==> src/rtl/wrs_pkg.sv <==
// shared constants and types for the wireless receiver supervisor
package wrs_pkg;
	localparam int CLK_HZ = 100_000_000;
	localparam int CUR_W = 12;
	localparam logic [11:0] FIXED_REGION_MA = 12'h12C;
	localparam logic [11:0] FIXED_LIMIT_MA = 12'h190;
	localparam logic [11:0] TRACK_MARGIN_MA = 12'h032;
	localparam int BIAS_MS = 24;
	localparam int PRIO_MS = 35;
	localparam int STD_MS = 235;
	localparam int BIAS_CYC = BIAS_MS * (CLK_HZ / 1000);
	localparam int PRIO_CYC = PRIO_MS * (CLK_HZ / 1000);
	localparam int STD_CYC = STD_MS * (CLK_HZ / 1000);
	localparam int DEGLITCH_CYC = 16;
	localparam logic [7:0] EPT_HEADER = 8'h02;
	localparam logic [7:0] EPT_UNKNOWN = 8'h00;
	localparam logic [7:0] EPT_CHARGE_DONE = 8'h01;
	localparam logic [7:0] EPT_INTERNAL_FAULT = 8'h02;
	localparam logic [7:0] EPT_OVERTEMP = 8'h03;
	typedef enum logic [1:0] {
		WRS_RECT_DIODE = 2'b00,
		WRS_RECT_HALF = 2'b01,
		WRS_RECT_FULL = 2'b10
	} wrs_rect_t;
	typedef enum logic [1:0] {
		WRS_PH_BIAS = 2'b00,
		WRS_PH_MONITOR = 2'b01
	} wrs_phase_t;
endpackage : wrs_pkg

==> src/rtl/wrs_pin_if.sv <==
// shared sense/control pin between receiver and host switches
`timescale 1ns/10ps
interface wrs_pin_if;
	logic done_line;
	logic fault_line;
	logic bias_drive;
	logic bias_oe_n;
	logic pin_above_hi;
	logic pin_below_lo;
	logic pin_hot;
	logic pin_cold;
	modport device(input pin_above_hi, input pin_below_lo, input pin_hot,
		input pin_cold, output bias_drive, output bias_oe_n);
	modport host(output done_line, output fault_line);
endinterface : wrs_pin_if

==> src/rtl/wrs_device.sv <==
// receiver supervisor: current limit, rectifier, sense pin, shutdown
// Behaviour
// - below 300 mA use fixed 400 mA limit
// - above 300 mA limit tracks current plus 50
// - limit applies only while packet is sent
// - rectifier diode-only during start-up
// - half-sync once rectified voltage passes lockout
// - full-sync until current below exit threshold
// - sense compared against hot and cold thresholds
// - bias strobe 24 ms, deglitched comparator sampling
// - then pin floats, monitored 35 or 235 ms
// - high pin while floating decodes control one
// - host idles done high, fault low
// - pin pulled low: shutdown, fault indicated
// - pin pulled high: shutdown, charge complete
// - host never drives done low fault high
// - die over-temperature stops regulator, sends fault
// - resume after temperature falls by hysteresis
// - termination sent as header 0x02 plus reason
`timescale 1ns/10ps
module wrs_device #(
	parameter int BIAS_CYCLES = wrs_pkg::BIAS_CYC,
	parameter int PRIO_CYCLES = wrs_pkg::PRIO_CYC,
	parameter int STD_CYCLES = wrs_pkg::STD_CYC
) (
	input wire logic core_clk_in,
	input wire logic rst_in,
	wrs_pin_if.device pin,
	input wire logic [wrs_pkg::CUR_W-1:0] out_current_in,
	input wire logic meas_valid_in,
	input wire logic packet_active_in,
	input wire logic priority_period_in,
	input wire logic above_uvlo_in,
	input wire logic [wrs_pkg::CUR_W-1:0] full_sync_entry_current_in,
	input wire logic [wrs_pkg::CUR_W-1:0] full_sync_exit_current_in,
	input wire logic die_at_shutdown_in,
	input wire logic die_below_hyst_in,
	input wire logic ept_ready_in,
	output logic [wrs_pkg::CUR_W-1:0] current_limit_out,
	output logic limit_active_out,
	output logic tracking_mode_out,
	output logic [1:0] rect_mode_out,
	output logic regulator_en_out,
	output logic sense_read_strobe_out,
	output logic sense_hot_out,
	output logic sense_cold_out,
	output logic ctrl_one_out,
	output logic fault_ind_out,
	output logic charge_done_out,
	output logic ept_valid_out,
	output logic [7:0] ept_header_out,
	output logic [7:0] ept_reason_out
);
	import wrs_pkg::*;

	// refuse phase lengths and a deglitch count the counters cannot serve
	if (BIAS_CYCLES < 1 || PRIO_CYCLES < 1 || STD_CYCLES < 1) begin : g_bad_len
		$error("phase lengths must be at least one cycle");
	end
	if (DEGLITCH_CYC >= BIAS_CYCLES || DEGLITCH_CYC > 31) begin : g_bad_dg
		$error("deglitch must fit within bias phase and its counter");
	end

	// synchronisers for analog comparator inputs
	logic [5:0] s1_ff, s2_ff;
	always_ff @(posedge core_clk_in) begin
		if (rst_in) begin
			s1_ff <= 6'h00;
			s2_ff <= 6'h00;
		end else begin
			s1_ff <= {pin.pin_above_hi, pin.pin_below_lo, pin.pin_hot,
				pin.pin_cold, above_uvlo_in, die_at_shutdown_in};
			s2_ff <= s1_ff;
		end
	end
	wire hi_s = s2_ff[5];
	wire lo_s = s2_ff[4];
	wire hot_s = s2_ff[3];
	wire cold_s = s2_ff[2];
	wire uvlo_s = s2_ff[1];
	wire tsd_s = s2_ff[0];
	logic hys_s1_ff, hys_s2_ff;
	always_ff @(posedge core_clk_in) begin
		if (rst_in) begin
			hys_s1_ff <= 1'b0;
			hys_s2_ff <= 1'b0;
		end else begin
			hys_s1_ff <= die_below_hyst_in;
			hys_s2_ff <= hys_s1_ff;
		end
	end

	// communication current limit
	logic track_ff;
	logic [CUR_W-1:0] limit_ff;
	wire nxt_track = out_current_in > FIXED_REGION_MA;
	wire [CUR_W-1:0] track_lim = CUR_W'(out_current_in + TRACK_MARGIN_MA);
	wire [CUR_W-1:0] nxt_limit = nxt_track ? track_lim : FIXED_LIMIT_MA;
	always_ff @(posedge core_clk_in) begin
		if (rst_in) begin
			track_ff <= 1'b0;
			limit_ff <= FIXED_LIMIT_MA;
		end else if (meas_valid_in) begin
			track_ff <= nxt_track;
			limit_ff <= nxt_limit;
		end
	end
	assign current_limit_out = limit_ff;
	assign tracking_mode_out = track_ff;
	assign limit_active_out = packet_active_in;

	// rectifier: diode until lockout passed, then one half/full bit
	logic sync_on_ff, full_ff;
	wire go_full = out_current_in > full_sync_entry_current_in;
	wire go_half = out_current_in < full_sync_exit_current_in;
	wire nxt_full = full_ff ? !go_half : go_full;
	always_ff @(posedge core_clk_in) begin
		if (rst_in) begin
			sync_on_ff <= 1'b0;
			full_ff <= 1'b0;
		end else begin
			if (uvlo_s)
				sync_on_ff <= 1'b1;
			if (sync_on_ff && meas_valid_in)
				full_ff <= nxt_full;
		end
	end
	assign rect_mode_out = !sync_on_ff ? WRS_RECT_DIODE :
		(full_ff ? WRS_RECT_FULL : WRS_RECT_HALF);

	// periodic bias and monitor schedule
	wrs_phase_t phase_ff;
	logic [31:0] cnt_ff;
	logic [31:0] mon_len_ff;
	logic [4:0] dg_ff;
	logic hot_ff, cold_ff;
	wire bias_end = phase_ff == WRS_PH_BIAS && cnt_ff == 32'(BIAS_CYCLES - 1);
	wire mon_end = phase_ff == WRS_PH_MONITOR && cnt_ff == mon_len_ff - 32'h1;
	wire [31:0] mon_len = priority_period_in ? 32'(PRIO_CYCLES) :
		32'(STD_CYCLES);
	always_ff @(posedge core_clk_in) begin
		if (rst_in) begin
			phase_ff <= WRS_PH_BIAS;
			cnt_ff <= 32'h0;
			mon_len_ff <= 32'(STD_CYCLES);
		end else begin
			case (phase_ff)
			WRS_PH_BIAS: begin
				cnt_ff <= bias_end ? 32'h0 : cnt_ff + 32'h1;
				if (bias_end) begin
					phase_ff <= WRS_PH_MONITOR;
					mon_len_ff <= mon_len;
				end
			end
			WRS_PH_MONITOR: begin
				cnt_ff <= mon_end ? 32'h0 : cnt_ff + 32'h1;
				if (mon_end)
					phase_ff <= WRS_PH_BIAS;
			end
			default: begin
				phase_ff <= WRS_PH_BIAS;
				cnt_ff <= 32'h0;
			end
			endcase
		end
	end
	wire in_bias = phase_ff == WRS_PH_BIAS;
	assign sense_read_strobe_out = in_bias;
	assign pin.bias_drive = in_bias;
	assign pin.bias_oe_n = !in_bias;

	// deglitch: comparator state must hold steady before use
	logic [1:0] prev_ff;
	wire steady = {hot_s, cold_s} == prev_ff;
	always_ff @(posedge core_clk_in) begin
		if (rst_in) begin
			prev_ff <= 2'b00;
			dg_ff <= 5'h00;
			hot_ff <= 1'b0;
			cold_ff <= 1'b0;
		end else begin
			prev_ff <= {hot_s, cold_s};
			if (!in_bias || !steady)
				dg_ff <= 5'h00;
			else if (dg_ff != 5'(DEGLITCH_CYC))
				dg_ff <= dg_ff + 5'h01;
			if (in_bias && steady && dg_ff == 5'(DEGLITCH_CYC - 1)) begin
				hot_ff <= hot_s;
				cold_ff <= cold_s;
			end
		end
	end
	assign sense_hot_out = hot_ff;
	assign sense_cold_out = cold_ff;

	// host requests, decoded only while pin floats
	wire mon = !in_bias;
	logic ctrl_ff, fault_ff, done_ff, tsd_ff, ept_ff;
	logic [7:0] reason_ff;
	wire ctrl_hit = mon && hi_s;
	wire fault_hit = mon && lo_s;
	wire new_tsd = tsd_s && !tsd_ff;
	wire new_term = (ctrl_hit && !done_ff) || (fault_hit && !fault_ff) ||
		(hot_ff && !ept_ff) || new_tsd;
	wire [7:0] nxt_reason = new_tsd ? EPT_INTERNAL_FAULT :
		(fault_hit || hot_ff) ? EPT_OVERTEMP :
		ctrl_hit ? EPT_CHARGE_DONE : EPT_UNKNOWN;
	always_ff @(posedge core_clk_in) begin
		if (rst_in) begin
			ctrl_ff <= 1'b0;
			fault_ff <= 1'b0;
			done_ff <= 1'b0;
			tsd_ff <= 1'b0;
			ept_ff <= 1'b0;
			reason_ff <= EPT_UNKNOWN;
		end else begin
			if (mon)
				ctrl_ff <= hi_s;
			if (fault_hit)
				fault_ff <= 1'b1;
			if (ctrl_hit)
				done_ff <= 1'b1;
			if (tsd_s)
				tsd_ff <= 1'b1;
			else if (hys_s2_ff)
				tsd_ff <= 1'b0;
			if (new_term) begin
				ept_ff <= 1'b1;
				reason_ff <= nxt_reason;
			end else if (ept_ff && ept_ready_in) begin
				ept_ff <= 1'b0;
			end
		end
	end
	assign ctrl_one_out = ctrl_ff;
	assign fault_ind_out = fault_ff;
	assign charge_done_out = done_ff;
	assign regulator_en_out = !tsd_ff && !fault_ff && !done_ff;
	assign ept_valid_out = ept_ff;
	assign ept_header_out = EPT_HEADER;
	assign ept_reason_out = reason_ff;
endmodule : wrs_device

==> src/flat_wrapper.sv <==
// flat-port wrapper written by rule: the top's interface ports become plain ports
module wrs_device_flat import wrs_pkg::*;
#(
	parameter int BIAS_CYCLES = wrs_pkg::BIAS_CYC,
	parameter int PRIO_CYCLES = wrs_pkg::PRIO_CYC,
	parameter int STD_CYCLES = wrs_pkg::STD_CYC
)
  (core_clk_in, rst_in, out_current_in, meas_valid_in, packet_active_in, priority_period_in, above_uvlo_in, full_sync_entry_current_in, full_sync_exit_current_in, die_at_shutdown_in, die_below_hyst_in, ept_ready_in, current_limit_out, limit_active_out, tracking_mode_out, rect_mode_out, regulator_en_out, sense_read_strobe_out, sense_hot_out, sense_cold_out, ctrl_one_out, fault_ind_out, charge_done_out, ept_valid_out, ept_header_out, ept_reason_out, pin_pin_above_hi, pin_pin_below_lo, pin_pin_hot, pin_pin_cold, pin_bias_drive, pin_bias_oe_n);
  wrs_pin_if pin_i ();
  input wire logic core_clk_in;
  input wire logic rst_in;
  input wire logic [wrs_pkg::CUR_W-1:0] out_current_in;
  input wire logic meas_valid_in;
  input wire logic packet_active_in;
  input wire logic priority_period_in;
  input wire logic above_uvlo_in;
  input wire logic [wrs_pkg::CUR_W-1:0] full_sync_entry_current_in;
  input wire logic [wrs_pkg::CUR_W-1:0] full_sync_exit_current_in;
  input wire logic die_at_shutdown_in;
  input wire logic die_below_hyst_in;
  input wire logic ept_ready_in;
  output logic [wrs_pkg::CUR_W-1:0] current_limit_out;
  output logic limit_active_out;
  output logic tracking_mode_out;
  output logic [1:0] rect_mode_out;
  output logic regulator_en_out;
  output logic sense_read_strobe_out;
  output logic sense_hot_out;
  output logic sense_cold_out;
  output logic ctrl_one_out;
  output logic fault_ind_out;
  output logic charge_done_out;
  output logic ept_valid_out;
  output logic [7:0] ept_header_out;
  output logic [7:0] ept_reason_out;
  input wire logic [$bits(pin_i.pin_above_hi)-1:0] pin_pin_above_hi;
  input wire logic [$bits(pin_i.pin_below_lo)-1:0] pin_pin_below_lo;
  input wire logic [$bits(pin_i.pin_hot)-1:0] pin_pin_hot;
  input wire logic [$bits(pin_i.pin_cold)-1:0] pin_pin_cold;
  output wire logic [$bits(pin_i.bias_drive)-1:0] pin_bias_drive;
  output wire logic [$bits(pin_i.bias_oe_n)-1:0] pin_bias_oe_n;
  assign pin_i.pin_above_hi = pin_pin_above_hi;
  assign pin_i.pin_below_lo = pin_pin_below_lo;
  assign pin_i.pin_hot = pin_pin_hot;
  assign pin_i.pin_cold = pin_pin_cold;
  assign pin_bias_drive = pin_i.bias_drive;
  assign pin_bias_oe_n = pin_i.bias_oe_n;
  wrs_device #(.BIAS_CYCLES(BIAS_CYCLES), .PRIO_CYCLES(PRIO_CYCLES), .STD_CYCLES(STD_CYCLES)) u_core (.core_clk_in(core_clk_in), .rst_in(rst_in), .pin(pin_i), .out_current_in(out_current_in), .meas_valid_in(meas_valid_in), .packet_active_in(packet_active_in), .priority_period_in(priority_period_in), .above_uvlo_in(above_uvlo_in), .full_sync_entry_current_in(full_sync_entry_current_in), .full_sync_exit_current_in(full_sync_exit_current_in), .die_at_shutdown_in(die_at_shutdown_in), .die_below_hyst_in(die_below_hyst_in), .ept_ready_in(ept_ready_in), .current_limit_out(current_limit_out), .limit_active_out(limit_active_out), .tracking_mode_out(tracking_mode_out), .rect_mode_out(rect_mode_out), .regulator_en_out(regulator_en_out), .sense_read_strobe_out(sense_read_strobe_out), .sense_hot_out(sense_hot_out), .sense_cold_out(sense_cold_out), .ctrl_one_out(ctrl_one_out), .fault_ind_out(fault_ind_out), .charge_done_out(charge_done_out), .ept_valid_out(ept_valid_out), .ept_header_out(ept_header_out), .ept_reason_out(ept_reason_out));
endmodule
==> config.mk <==
export PLATFORM = sky130hd
export DESIGN_NAME = wrs_device_flat
export DESIGN_NICKNAME = d
export VERILOG_FILES = /design/src/rtl/wrs_pkg.sv /design/src/rtl/wrs_pin_if.sv /design/src/rtl/wrs_device.sv /design/src/flat_wrapper.sv
export SDC_FILE = /design/constraint.sdc
export NUM_CORES = 1
export LEC_CHECK = 0
export ABC_CLOCK_PERIOD_IN_PS = 2600
export BUFFER_PORTS_ARGS = -buffer_cell sky130_fd_sc_hd__buf_2
export CAP_MARGIN = 25
export CORE_MARGIN = 2
export CORE_UTILIZATION = 35
export DETAILED_ROUTE_END_ITERATION = 16
export MAX_ROUTING_LAYER = met4
export PLACE_DENSITY = 0.64
export SLEW_MARGIN = 20
export SYNTH_ARGS = -nofsm -noshare
export SYNTH_HDL_FRONTEND = slang
export SYNTH_SLANG_ARGS = --single-unit
==> constraint.sdc <==
create_clock -name core_clk_in -period 2.6 [get_ports core_clk_in]
set_input_delay 0.26 -clock core_clk_in [delete_from_list [all_inputs] [get_ports core_clk_in]]
set_output_delay 0.26 -clock core_clk_in [all_outputs]
set_load 0.01 [all_outputs]
# After elaboration in Yosys (flattened, before gate mapping)

Cells that the tools add are included.

Flip-flop bits (word level): 117
Output and inout bits: 42

$add $sub $neg: 4
$lt $le $gt $ge: 3
Equal/unequal tests: 8
Muxes and demuxes: 18
Reduce and logical (&&, ||, !) cells: 32

Operators with widths:

| kind                  | number |
|---|---|
| $mux 32               | 2 |
| $pmux 32 s2           | 1 |
| $add 32x1->32 const B | 1 |
| $eq 32x22->1 const B  | 1 |
| $eq 32x32->1          | 1 |
| $sub 32x1->32 const B | 1 |
| $mux 25               | 1 |
| $mux 8                | 2 |
| $logic_and 1x1->1     | 14 |
| $add 12x6->12 const B | 1 |
| $gt 12x12->1          | 1 |
| $gt 12x9->1 const B   | 1 |
| $lt 12x12->1          | 1 |
| $mux 12               | 1 |
| $mux 2                | 4 |
| $logic_not 1->1       | 7 |
| $mux 1                | 6 |
| $add 5x1->5 const B   | 1 |
| $eq 5x4->1 const B    | 1 |
| $logic_or 1x1->1      | 5 |
| $ne 5x5->1 const B    | 1 |
| $ne 2x1->1 const B    | 2 |
| $pmux 2 s2            | 1 |
| $reduce_and 2->1      | 2 |
| 5 further kinds       | 6 |

# Logic depth before layout (Yosys ltp)

Word-level depth: 8
Gate-level depth with buffers: 8
Depth with buffers taken out: 7

# Worst setup path after synthesis

No wires, ideal clock.

Path type: register -> register
From: reg u_core.cnt_ff[0]
To: reg u_core.cnt_ff[31]
Setup time: 0.115 ns
Arrival time: 1.716 ns
Data required time: 2.485 ns
Setup slack: 0.769 ns
Cell stages (with the launch flop): 9
Buffers on the path: 2
Clock period less this slack: 1.831 ns
Cell sequence: dfxtp_1 > ha_1 > and4_1 > buf_2 > nand2_2 > o31ai_2 > a2bb2oi_4 > buf_6 > nor2_2

Longest elaborated chain between the ends: 4

Ends and longest elaborated chain:

| element                                               | line              | RTL |
|---|---|---|
| from (decl)                                           | wrs_device.sv:133 | `logic [31:0] cnt_ff;` |
| from (signal assigned)                                | wrs_device.sv:149 | `cnt_ff <= bias_end ? 32'h0 : cnt_ff + 32'h1;` |
| from (signal assigned)                                | wrs_device.sv:156 | `cnt_ff <= mon_end ? 32'h0 : cnt_ff + 32'h1;` |
| branches (longest 3 deep; another with $add 32x1->32) | n/a               |  |
| $pmux 32 s2 *                                         | wrs_device.sv:147 | `case (phase_ff)` |

Every way passes the cells marked *.
A chain may end at the register's enable or synchronous reset.

# Worst setup path after layout

From: reg u_core.cnt_ff[0]
To: reg u_core.cnt_ff[16]

The elaborated chain is that of the path after synthesis.

==> metrics <==
type of destination of the critical path flip-flop; largest area contributor in the netlist sky130_fd_sc_hd__dfxtp_1; net count reported at finish 630; number of flops mapped to enable cells by yosys 0; total negative slack 0 ns; hold_buf cts 0; CTS root buf sky130_fd_sc_hd__clkbuf_16; max cap viols 0; Post-Syn Instances 483; wire per inst 12.2 um; cells taking the most area after synthesis sky130_fd_sc_hd__dfxtp_1 (38%), sky130_fd_sc_hd__ha_1 (8.3%), sky130_fd_sc_hd__xnor2_1 (5.8%), sky130_fd_sc_hd__nor2_1 (5.6%), sky130_fd_sc_hd__inv_1 (3.7%); overall routed net length 8620 um; Period Utilization, post-route 84.6%; placer's final routability congestion estimate ~0.89; transition time of the tightest slew-check pin just over 0.6 ns; Initial Util 35.6%; status finished clean; initial antenna violation count 0; global-route wire length before repair 14100 um; synthesized area per cell 8.79 um^2; final worst-path setup slack roughly 0.4 ns; Main synth FF type sky130_fd_sc_hd__dfxtp_1; power density normalized to cell area 568 nW/um^2; I/O pins ~90; number of inserted diodes 0; via count 3389; number of iterations in the first detailed-routing pass 4; Antenna Violating Nets Remaining 0; Max Clk Rate 0.455 GHz; critical path arrival 2.42 ns; Die Footprint 13000 um^2; number of slew-limit violations in the final report 0; height of the die 114 um; leading cell type in the layout, fill and taps excluded sky130_fd_sc_hd__dfxtp_1; Vias/cell 4.81; unrepaired setup endpoints after global routing no; buffers from clock root to sink, at most 2; classification of the worst setup path reg2reg; Worst Hold Depth 2; Finish-stage setup viols 0; CTS Sinks 80; Worst-path clk slew 0.06 ns; first-iteration detailed-routing DRC count 126; worst min-delay path startpoint pin_pin_cold; number of global-route vias before repair around 3100; Data required, critical path 2.82 ns; fraction of layout cells with a size suffix above 1 21.3%; slew margin rel. 58.8%; Die Width between 100 and 150 um; DRC violations left 0; Final min period 2.20 ns; maximum number of pins on one net before global-route repair 45; reg2reg start u_core.cnt_ff[0]$_SDFF_PP0_; final worst clock skew between 0.007 and 0.008 ns; commonest cells after routing, fill and taps aside sky130_fd_sc_hd__dfxtp_1 (80), sky130_fd_sc_hd__buf_2 (74), sky130_fd_sc_hd__nor2_1 (63), sky130_fd_sc_hd__inv_1 (42); R2R Path End u_core.cnt_ff[16]$_SDFF_PP0_; hold worst-path end u_core.s1_ff[2]$_SDFF_PP0_; sum of buffers and inverters on the critical path 1; number of cells on the worst reg-to-reg path 7; CTS tree done; static leakage 0.00213 uW; number of distinct library cells after synthesis 54; proportion of synthesized flip-flops having asynchronous set or reset 0%; cell with the biggest individual delay on the critical path sky130_fd_sc_hd__dfxtp_1; Hold Crit Class in2reg; half-perimeter wire length of the detailed placement result between 6000 and 7000 um; worst-case register-to-register setup slack 0.40 ns; source-to-sink clock delay at the later pin of the worst-skew pair 0.33 ns; post-cts sizing count 0; Placement Rows 40; Area Overhead vs Synth 16.4%; CP Max Fanout 13; final global-route overflow total 0; Critical Path Start u_core.cnt_ff[0]$_SDFF_PP0_; cell chain of the critical path ha_1 > and4_1 > nand2_2 > o31ai_2 > a2bb2oi_4 > buf_4 > nor2_1; post-synth design cell area between 4000 and 5000 um^2; final hold viol count 0; #FFs+latches synth 80; CP peak stage delay approximately 0.38 ns; post-placement setup slack ~0.37 ns; quantity of I/O buffers inserted on ports 74; total CTS buffers 9; yosys warns 0; global routing usage summed across all routing layers 13.7%; cell family with most CP delay compound AO/OA/AOI/OAI gates; top-area cell type share of the netlist area 37.7%; number of fillers in the final layout 1184; launching element type of the critical path flip-flop; sequential cell area fraction in the yosys report 37.7%; standard cell core area 11900 um^2; number of levels the H-tree was split into 3; Worst VDD drop 0.268 mV; post-CTS setup repair buffer count 0; final-layout worst hold slack 0.138 ns
[routing by layer]
| metal | GRT usage (%) | share of wire [%] |
|---|---|---|
| met5 | - | 0 |
| met4 | 6.18 | 2.1 |
| met3 | 2.49 | 5.3 |
| met2 | 21.4 | 45 |
| met1 | 17.2 | 48 |
[sequential cells by signal (all words and copies together) (netlist names), 2 cells and up]
register / cells
u_core.s2_ff: 6
u_core.cnt_ff: 32
u_core.dg_ff: 5
u_core.prev_ff: 2
u_core.ept_reason_out: 2
u_core.s1_ff: 6
u_core.mon_len_ff: 2
u_core.current_limit_out: 12
[worst max-delay path by stage]
stage | cells after the start | slack [ns] | to
finish | 7 | 0.40 | u_core.cnt_ff[16]$_SDFF_PP0_
global route | 7 | 0.25 | u_core.cnt_ff[28]$_SDFF_PP0_
CTS | 7 | 0.37 | u_core.cnt_ff[21]$_SDFF_PP0_
detailed placement | 7 | 0.37 | u_core.cnt_ff[26]$_SDFF_PP0_
global placement | 7 | 0.46 | u_core.cnt_ff[15]$_SDFF_PP0_
floorplan | 8 | 0.77 | u_core.cnt_ff[31]$_SDFF_PP0_
[worst reg2reg max path: stages, from the launching register on]
cell and delay, ns:
sky130_fd_sc_hd__dfxtp_1 0.38, sky130_fd_sc_hd__ha_1 0.22, sky130_fd_sc_hd__and4_1 0.32, sky130_fd_sc_hd__nand2_2 0.13, sky130_fd_sc_hd__o31ai_2 0.34, sky130_fd_sc_hd__a2bb2oi_4 0.37
sky130_fd_sc_hd__buf_4 0.27, sky130_fd_sc_hd__nor2_1 0.07
[power breakdown]
group          switching [uW]  internal, uW
registers                40.6          1280
logic                     173           142
clock network             514           656
total                     729          2080
[cell type report]
class                   count  area [um^2]  area share [%]
multi-input cells         341         2310            46.8
flip-flops and latches     80         1600            32.4
repair buffers             78          400            8.10
clock buffers               9          225            4.56
well taps                 147          184            3.72
inverters                  43          161            3.27
clock inverters             7         55.1            1.11
[cells in the mapped netlist (7+ instances only)]
library cell / count
sky130_fd_sc_hd__nand3_1: 18
sky130_fd_sc_hd__nor2b_1: 22
sky130_fd_sc_hd__nor2_1: 63
sky130_fd_sc_hd__dfxtp_1: 80
sky130_fd_sc_hd__nor2_2: 10
sky130_fd_sc_hd__nand2_1: 16
sky130_fd_sc_hd__clkbuf_1: 7
sky130_fd_sc_hd__xor2_1: 17
sky130_fd_sc_hd__xnor2_1: 28
sky130_fd_sc_hd__nand4_1: 12
sky130_fd_sc_hd__buf_4: 17
sky130_fd_sc_hd__a22oi_1: 7
sky130_fd_sc_hd__nor3_1: 21
sky130_fd_sc_hd__inv_1: 42
sky130_fd_sc_hd__ha_1: 28
sky130_fd_sc_hd__a21oi_1: 18
[kinds of logic after synthesis]
family / Yosys count / share of synthesized area, %
compound gates: 54 / 9.67
xor+xnor: 45 / 9.28
fa+ha+maj: 28 / 8.25
buf+inv: 74 / 8.84
flops: 80 / 37.7
mux: 5 / 1.18
other cells: 2 / 0.177
simple gates: 195 / 24.9
[stage by stage]
stage / area, um^2 / power (uW) / cells / utilization [%]
after floorplan: 4290 / 1570 / 495 / -
after global placement: 4660 / 1650 / 689 / 39.1
after detailed placement: 4660 / 1670 / 689 / 39.1
after CTS: 4940 / 2850 / 705 / 41.5
after global routing: 4940 / 2950 / 705 / 41.5
final: 4940 / 2810 / 705 / 41.5
Note: power is estimated with default switching activity, not from simulation.
